### src/rtl/exec_pkg.sv
// Constants shared by the four-instruction decode and execute block.
// Assumes a 14-bit instruction word and an 8-bit data path.
package exec_pkg;

    // ========================================================
    // Widths
    localparam int INSN_W = 14;
    localparam int DATA_W = 8;
    localparam int PC_W = 13;
    localparam int FADDR_W = 7;

    // ========================================================
    // Opcode fields and values
    localparam int JUMP_OP_MSB = 13;
    localparam int JUMP_OP_LSB = 11;
    localparam logic [2:0] JUMP_OPCODE = 3'h5;
    localparam int ALU_OP_MSB = 13;
    localparam int ALU_OP_LSB = 8;
    localparam logic [5:0] PLUS_ONE_OPCODE = 6'h0A;
    localparam logic [5:0] PLUS_ONE_SKIP_OPCODE = 6'h0F;
    localparam logic [5:0] OR_ACC_REG_OPCODE = 6'h04;
    localparam int DEST_BIT = 7;
    localparam int JUMP_K_MSB = 10;
    localparam int LATCH_HI_MSB = 4;
    localparam int LATCH_HI_LSB = 3;

    // ========================================================
    // Reset values
    localparam logic [DATA_W-1:0] ACC_RESET = 8'h00;
    localparam logic [PC_W-1:0] PC_RESET = 13'h0000;

endpackage : exec_pkg

### src/rtl/branch_increment_or_exec.sv
// Decode and execute for jump, plus-one, plus-one-skip and OR instructions.
// Assumes a word is offered while insn_valid_i is high and the next address
// is fetched from pc_o; the register file read takes one cycle.

// Operation
// - A jump loads its eleven-bit immediate into PC bits 10:0.
// - A jump copies latch bits 4:3 into PC bits 12:11; flags untouched.
// - A jump takes two instruction cycles and one program word.
// - Plus-one adds one to the addressed register and updates zero flag.
// - Target bit one writes the register, zero writes the accumulator.
// - Plus-one-skip stores the result, leaves flags, skips on zero.
// - On skip the fetched next word is discarded and a no-op runs.
// - OR combines accumulator and register, updates zero flag.
module branch_increment_or_exec #(
    parameter int INSN_W = exec_pkg::INSN_W,
    parameter int DATA_W = exec_pkg::DATA_W,
    parameter int PC_W = exec_pkg::PC_W,
    parameter int FADDR_W = exec_pkg::FADDR_W
) (
    // Clock and reset
    input wire logic ref_clk_i,
    input wire logic rst_i,
    // Fetched instruction
    input wire logic insn_valid_i,
    input wire logic [INSN_W-1:0] insn_i,
    input wire logic [DATA_W-1:0] upper_program_latch_i,
    // Core state
    output logic [PC_W-1:0] pc_o,
    output logic [DATA_W-1:0] acc_o,
    output logic zero_flag_o,
    output logic busy_o,
    output logic insn_done_o
);

    typedef enum logic [2:0] {
        ST_DECODE = 3'b001,
        ST_EXEC = 3'b010,
        ST_FLUSH = 3'b100
    } state_t;

    typedef enum logic [3:0] {
        OP_JUMP = 4'b0001,
        OP_PLUS_ONE = 4'b0010,
        OP_PLUS_SKIP = 4'b0100,
        OP_OR = 4'b1000
    } op_t;

    state_t state_q;
    op_t op_q;
    logic is_jump;
    logic is_inc;
    logic is_incsz;
    logic is_or;
    logic known;
    logic dest_q;
    logic [FADDR_W-1:0] faddr_q;
    logic [DATA_W-1:0] fdata;
    logic [DATA_W-1:0] result;
    logic we;
    logic [PC_W-1:0] pc_q;
    logic [DATA_W-1:0] acc_q;
    logic zero_q;
    logic take;
    logic exec_jump;
    logic exec_data;
    logic skip_hit;
    logic to_flush;
    logic [PC_W-1:0] jump_target;

    // ========================================================
    // Decode
    assign is_jump = insn_i[exec_pkg::JUMP_OP_MSB:exec_pkg::JUMP_OP_LSB]
        == exec_pkg::JUMP_OPCODE;
    assign is_inc = insn_i[exec_pkg::ALU_OP_MSB:exec_pkg::ALU_OP_LSB]
        == exec_pkg::PLUS_ONE_OPCODE;
    assign is_incsz = insn_i[exec_pkg::ALU_OP_MSB:exec_pkg::ALU_OP_LSB]
        == exec_pkg::PLUS_ONE_SKIP_OPCODE;
    assign is_or = insn_i[exec_pkg::ALU_OP_MSB:exec_pkg::ALU_OP_LSB]
        == exec_pkg::OR_ACC_REG_OPCODE;
    assign known = is_jump | is_inc | is_incsz | is_or;
    assign take = (state_q == ST_DECODE) && insn_valid_i && known;

    // ========================================================
    // Jump target
    // The immediate and latch bits are read in the execute cycle, so the
    // fetch stage must hold the word until the jump completes.
    // immediate low bits
    assign jump_target = {
        upper_program_latch_i[exec_pkg::LATCH_HI_MSB:exec_pkg::LATCH_HI_LSB],
        insn_i[exec_pkg::JUMP_K_MSB:0]
    };

    // ========================================================
    // Register file
    // The read is registered, so every data operation spends its first
    // cycle addressing and its second executing; jumps reuse that slot.
    file_reg_mem #(
        .AW(FADDR_W),
        .DW(DATA_W)
    ) u_file_reg_mem (
        .ref_clk_i(ref_clk_i),
        .we_i(we),
        .waddr_i(faddr_q),
        .wdata_i(result),
        .raddr_i(insn_i[FADDR_W-1:0]),
        .rdata_o(fdata)
    );

    // ========================================================
    // Arithmetic
    always_comb begin
        result = fdata;
        case (op_q)
            OP_PLUS_ONE: result = fdata + 8'h01;
            OP_PLUS_SKIP: result = fdata + 8'h01;
            OP_OR: result = acc_q | fdata;
            default: result = fdata;
        endcase
    end

    // ========================================================
    // Execute qualifiers
    assign exec_jump = (state_q == ST_EXEC) && (op_q == OP_JUMP);
    assign exec_data = (state_q == ST_EXEC) && (op_q != OP_JUMP);
    assign skip_hit = (op_q == OP_PLUS_SKIP) && (result == '0);
    assign to_flush = (op_q == OP_JUMP) || skip_hit;

    assign we = exec_data && dest_q;

    // ========================================================
    // Sequencer
    // A jump or a zero-result skip spends a flush cycle, so the word that
    // the fetch stage already holds is never executed.
    always_ff @(posedge ref_clk_i) begin
        if (rst_i) begin
            state_q <= ST_DECODE;
        end else begin
            case (state_q)
                ST_DECODE: begin
                    if (take) begin
                        state_q <= ST_EXEC;
                    end
                end
                ST_EXEC: begin
                    if (to_flush) begin
                        state_q <= ST_FLUSH;
                    end else begin
                        state_q <= ST_DECODE;
                    end
                end
                ST_FLUSH: begin
                    state_q <= ST_DECODE;
                end
                default: begin
                    state_q <= ST_DECODE;
                end
            endcase
        end
    end

    // ========================================================
    // Operand capture
    always_ff @(posedge ref_clk_i) begin
        if (rst_i) begin
            op_q <= OP_PLUS_ONE;
            dest_q <= 1'b0;
            faddr_q <= '0;
        end else if (take) begin
            dest_q <= insn_i[exec_pkg::DEST_BIT];
            faddr_q <= insn_i[FADDR_W-1:0];
            if (is_jump) begin
                op_q <= OP_JUMP;
            end else if (is_inc) begin
                op_q <= OP_PLUS_ONE;
            end else if (is_incsz) begin
                op_q <= OP_PLUS_SKIP;
            end else begin
                op_q <= OP_OR;
            end
        end
    end

    // ========================================================
    // Program counter
    always_ff @(posedge ref_clk_i) begin
        if (rst_i) begin
            pc_q <= exec_pkg::PC_RESET;
        end else if (exec_jump) begin
            pc_q <= jump_target;
        end else if (exec_data ||
                (state_q == ST_FLUSH && op_q != OP_JUMP)) begin
            pc_q <= pc_q + 13'h0001;
        end
    end

    // ========================================================
    // Accumulator and zero flag
    always_ff @(posedge ref_clk_i) begin
        if (rst_i) begin
            acc_q <= exec_pkg::ACC_RESET;
        end else if (exec_data && !dest_q) begin
            acc_q <= result;
        end
    end

    always_ff @(posedge ref_clk_i) begin
        if (rst_i) begin
            zero_q <= 1'b0;
        end else if (exec_data &&
                (op_q == OP_PLUS_ONE || op_q == OP_OR)) begin
            zero_q <= (result == '0);
        end
    end

    // A flush cycle keeps busy high so no new word is taken over the
    // discarded one.
    assign busy_o = (state_q != ST_DECODE);
    assign insn_done_o = (state_q == ST_EXEC && !to_flush)
        || state_q == ST_FLUSH;
    assign pc_o = pc_q;
    assign acc_o = acc_q;
    assign zero_flag_o = zero_q;

endmodule : branch_increment_or_exec

### src/rtl/file_reg_mem.sv
// Small file register memory with registered read data.
// Assumes one write and one read port in the core clock domain.
module file_reg_mem #(
    parameter int AW = 7,
    parameter int DW = 8
) (
    // Clock
    input wire logic ref_clk_i,
    // Write port
    input wire logic we_i,
    input wire logic [AW-1:0] waddr_i,
    input wire logic [DW-1:0] wdata_i,
    // Read port
    input wire logic [AW-1:0] raddr_i,
    output logic [DW-1:0] rdata_o
);

    // Reset leaves the contents alone; they power up cleared so that a
    // read before the first write never returns an unknown value.
    logic [DW-1:0] mem_q [2**AW] = '{default: '0};

    // ========================================================
    // Storage
    always_ff @(posedge ref_clk_i) begin
        if (we_i) begin
            mem_q[waddr_i] <= wdata_i;
        end
    end

    always_ff @(posedge ref_clk_i) begin
        rdata_o <= mem_q[raddr_i];
    end

endmodule : file_reg_mem

### config.mk
export PLATFORM = sky130hd
export DESIGN_NAME = branch_increment_or_exec
export DESIGN_NICKNAME = d
export VERILOG_FILES = /design/src/rtl/exec_pkg.sv /design/src/rtl/branch_increment_or_exec.sv /design/src/rtl/file_reg_mem.sv
export SDC_FILE = /design/constraint.sdc
export NUM_CORES = 1
export LEC_CHECK = 0
export CAP_MARGIN = 10
export CORE_MARGIN = 8
export CORE_UTILIZATION = 40
export CTS_CLUSTER_DIAMETER = 60
export DETAILED_ROUTE_END_ITERATION = 8
export DONT_BUFFER_PORTS = 1
export PLACE_DENSITY = 0.55
export SLEW_MARGIN = 0
export SYNTH_ARGS = -nofsm -noshare
export SYNTH_HDL_FRONTEND = slang
export SYNTH_SLANG_ARGS = --single-unit
### constraint.sdc
create_clock -name ref_clk_i -period 16.71 [get_ports ref_clk_i]
set_input_delay 3.342 -clock ref_clk_i [delete_from_list [all_inputs] [get_ports ref_clk_i]]
set_output_delay 3.342 -clock ref_clk_i [all_outputs]
set_load 0.02 [all_outputs]
==> results.py <==
metrics = {
    "power": {
        "power.switching_w": 0.00128,
        "power.density_cell_area_nw_per_um2": 125,
        "clock_power_share_pct": 40.5,
        "power_leakage_nw": 14.2,
        "report.power.total_w": 0.00585,
        "internal_power_w": 0.00456,
        "share_seq_of_total_power_pct": 53.3,
        "vdd_ir_drop_max_mv": 0.0874,
        "combPwrFrac_pct": 6.2,
        "switching_share_pct": 21.9,
    },
    "clock_network": {
        "clk_latency_worst_skew_pair_ps": 680,
        "cts.repair_timing.setup_buffer_count": 0,
        "cts_root_buf": "sky130_fd_sc_hd__clkbuf_16",
        "ctsLongestPathBuffers": 3,
        "htree_num_levels": 3,
        "tritoncts_clock_tree": "built",
        "cts_resized": 0,
        "ctsHoldBuffers": 0,
        "clkSlewWorstSetupHoldPaths_ps": 60,
        "cts_inserted_buffers": 109,
        "clock_sink_count": 1069,
    },
    "worst_setup_path": {
        "worst-r2r-setup-slack_ps": 13160,
        "reg2reg_path_depth": 7,
        "worst_setup_path_end_kind": "output pin",
        "max_stage_delay_ps": 600,
        "origin_of_the_critical_flop_to_flop_path": "op_q[2]",
        "critPathSlowestCell": "sky130_fd_sc_hd__nor4_1",
        "path_max_fanout": 55,
        "crit_path_cell_trace": "xnor2_1 -> nor4_1 -> mux2i_4 -> buf_4 -> nor2_1 -> and4_1 -> nand4_1 -> and3b_1",
        "cp.required_ps": 13370,
        "arrival_ps": 3630,
        "timing.critical_path.from_type": "register",
        "worst-setup-path-type": "reg2out",
        "rr_endpoint": "u_file_reg_mem.mem_q[102][1]",
    },
    "worst_hold_path": {
        "worst_hold_path_type": "reg2reg",
        "worstHoldPathCells": 2,
        "worst_hold_startpoint": "faddr_q[0]",
        "hold-path-endpoint": "faddr_q[0]",
    },
    "placed_design": {
        "portBuffers": 0,
        "dpl_worst_slack_ps": 10070,
        "gp_congestion": 0.826,
        "post-dp-hpwl_mm": 53.4,
        "dpl_cell_area_sq_um": 43400,
        "dp_cells": 3307,
    },
    "yosys": {
        "cell_area_after_synthesis_sq_um": 41900,
        "postSynthCellCount": 2011,
        "count_of_flip_flops_with_a_built_in_enable_after_synthesis": 1024,
        "synth.net_count": 2038,
        "synth_cell_type_count": 55,
        "synth-warning-count": 0,
        "ys_seq_elements": 1069,
        "asyncSetResetFlopFracSynth_pct": 0,
        "synth_area_per_cell_sq_um": 20.8,
        "most_used_dff_post_synth": "sky130_fd_sc_hd__edfxtp_1",
        "seq_area_frac_synth_pct": 75.5,
    },
    "cells_and_area": {
        "fillCellCount": 8694,
        "top_library_cells_by_usage_in_the_layout_fill_and_taps_aside": "1024 x sky130_fd_sc_hd__edfxtp_1, 288 x sky130_fd_sc_hd__mux4_2, 163 x sky130_fd_sc_hd__nor2_1, 109 x sky130_fd_sc_hd__clkbuf_16, 57 x sky130_fd_sc_hd__a21oi_1",
        "final_cells": 3511,
        "post-route-cell-area_sq_um": 46900,
        "flow.area_growth_from_synthesis_pct": 12.0,
        "drive_gt1_share_pct": 25.2,
        "most_common_library_cell_in_the_layout_ignoring_fill_and_taps": "sky130_fd_sc_hd__edfxtp_1",
        "diodes": 0,
        "num-nets-final": 2067,
    },
    "route": {
        "drt_first_iter_violations": 1858,
        "finalWirelength_mm": 94.0,
        "dr.pass1.iters": 5,
        "drc_errors": 0,
        "post_drt_wl_per_cell_um": 26.8,
        "dr_total_vias": 19700,
        "ant_nets": 0,
        "routed_via_density": 5.60,
    },
    "die": {
        "effective_utilization_at_floorplan_pct": 40.4,
        "core_area_sq_um": 104000,
        "die_h_um": 340,
        "design.die.area_sq_um": 115000,
        "io-pin-count": 49,
        "fp.dieW_um": 340,
        "total_number_of_placement_rows": 118,
    },
    "timing": {
        "clock-skew-final_ps": 22.1,
        "finalWorstSetupSlack_ps": 9740,
        "rsz_0062_raised_after_global_routing": "false",
        "timing.final.hold_violations": 0,
        "final-max-slew-violation-count": 0,
        "period_minus_slack_ps": 6970,
        "slew-limit-headroom_pct": 18.0,
        "accumulated_negative_setup_slack_ps": 0,
        "period_share_pct": 41.7,
        "max_slew.worst_pin.slew_ps": 1230,
        "setup_viol": 0,
        "clock.fmax_mhz": 143,
    },
    "outcome": {
        "status": "finished, final reports clean",
    },
    "global_route": {
        "grt_use_total_pct": 15.9,
        "grt_max_degree": 259,
        "first_global_vias": 20100,
        "grt_first_pass_wirelength_mm": 138,
        "grt_antenna_before_repair": 0,
        "grt-ovfl-total": 0,
    },
    "run": {
        "drv_cap": 0,
    },
}
flip-flops by register name, summed over array words and instances, names as in the netlist:
signal                  count
u_file_reg_mem.rdata_o      8
acc_o                       8
state_q                     3
op_q                        4
faddr_q                     7
zero_flag_o                 1
pc_o                       13
u_file_reg_mem.mem_q     1024
dest_q                      1
power groups by stage:
stage / Combinational, W / Sequential (W) / Clock [W]
after detailed placement: 0.000369 / 0.00317 / 0
after CTS: 0.000369 / 0.00311 / 0.00242
after global placement: 0.000347 / 0.00317 / 0
after floorplan: 0.000242 / 0.00320 / 0
final: 0.000365 / 0.00311 / 0.00237
after global routing: 0.000392 / 0.00311 / 0.00251
cells in the mapped netlist (2+ instances only):
cell type                   count  area (sq um)
sky130_fd_sc_hd__a21o_1         2          15.0
sky130_fd_sc_hd__or3_1          3          18.8
sky130_fd_sc_hd__a21oi_1       57           285
sky130_fd_sc_hd__nand3b_1       9          67.6
sky130_fd_sc_hd__mux2i_1       36           360
sky130_fd_sc_hd__and4_1         2          17.5
sky130_fd_sc_hd__mux4_2       288          6490
sky130_fd_sc_hd__o22ai_1       29           181
sky130_fd_sc_hd__inv_1          6          22.5
sky130_fd_sc_hd__nor3_1        10          50.1
sky130_fd_sc_hd__buf_6          5          56.3
sky130_fd_sc_hd__o31ai_1        2          15.0
sky130_fd_sc_hd__nor3b_1        2          15.0
sky130_fd_sc_hd__nand4_1        5          31.3
sky130_fd_sc_hd__clkbuf_1      61           229
sky130_fd_sc_hd__nor2b_1       17           106
sky130_fd_sc_hd__mux2_2        48           541
sky130_fd_sc_hd__or2_2          3          18.8
sky130_fd_sc_hd__buf_2         29           145
sky130_fd_sc_hd__ha_1           2          25.0
sky130_fd_sc_hd__or3b_2         2          17.5
sky130_fd_sc_hd__nor4_1         5          31.3
sky130_fd_sc_hd__nand2b_1       3          18.8
sky130_fd_sc_hd__nor2_1       163           612
sky130_fd_sc_hd__nand2_1       39           146
sky130_fd_sc_hd__buf_4          8          60.1
sky130_fd_sc_hd__edfxtp_1    1024         30700
sky130_fd_sc_hd__o32ai_1        2          17.5
sky130_fd_sc_hd__o21ai_0       24           120
sky130_fd_sc_hd__o221ai_1       3          26.3
sky130_fd_sc_hd__a2111oi_0      8          70.1
sky130_fd_sc_hd__nand3_1       28           140
sky130_fd_sc_hd__xnor2_1        7          61.3
sky130_fd_sc_hd__buf_1          5          18.8
sky130_fd_sc_hd__dfxtp_1       45           901
sky130_fd_sc_hd__nand4b_1       2          17.5
sky130_fd_sc_hd__a211oi_1       9          67.6
critical path, delay by kind of cell (launching register included):
kind	cells	cell delay (ps)
xor gates and xnor gates	1	230
muxes	1	310
buffers and inverters	1	490
DFF	1	520
and+or+nand+nor	5	1400
metrics by stage:
| stage | hold WS, ps | utilization (%) |
|---|---|---|
| after floorplan | 488 | - |
| after global placement | 519 | 41.8 |
| after detailed placement | 544 | 41.8 |
| after CTS | 552 | 45.2 |
| after global routing | 586 | 45.2 |
| final | 548 | 45.2 |
kinds of logic (layout without fill, tap and decap cells):
logic type | after synthesis | after routing | synth area share (%)
AO/OA/AOI/OAI | 146 | 146 | 2.10
XOR/XNOR | 8 | 8 | 0.167
adder cells (fa/ha/maj) | 2 | 2 | 0.0597
buffers and inverters | 114 | 234 | 1.27
flip-flops | 1069 | 1069 | 75.5
multiplexers | 372 | 372 | 17.6
AND/OR/NAND/NOR | 300 | 300 | 3.29
worst max-delay path by stage:
stage / start / endpoint / depth (start not counted) / slack, ps
floorplan: op_q[1] / insn_done_o / 8 / 7670
finish: op_q[2] / insn_done_o / 8 / 9740
global placement: op_q[2] / insn_done_o / 7 / 10330
global route: op_q[2] / insn_done_o / 8 / 9510
detailed placement: op_q[2] / insn_done_o / 7 / 10070
CTS: op_q[2] / insn_done_o / 7 / 9360
metal layers:
metal	vias up	part of all wire (%)	routed length, um	global-route usage (%)
met5	-	0	0	0
met4	0	2.2	2040	4.16
met3	124	5.9	5540	2.86
met2	590	48	44800	25.3
met1	10500	44	41600	22.8
li1	8439	-	-	-
layout make-up:
class                   count  area (sq um)  area share [%]
flip-flops and latches   1069         31700            67.4
multi-input cells         828          9850            21.0
clock buffers             134          2830            6.03
well taps                1380          1730            3.68
clock inverters            68           637            1.36
repair buffers             26           219           0.466
inverters                   6          22.5          0.0480
Note: power is estimated with default switching activity, not from simulation.
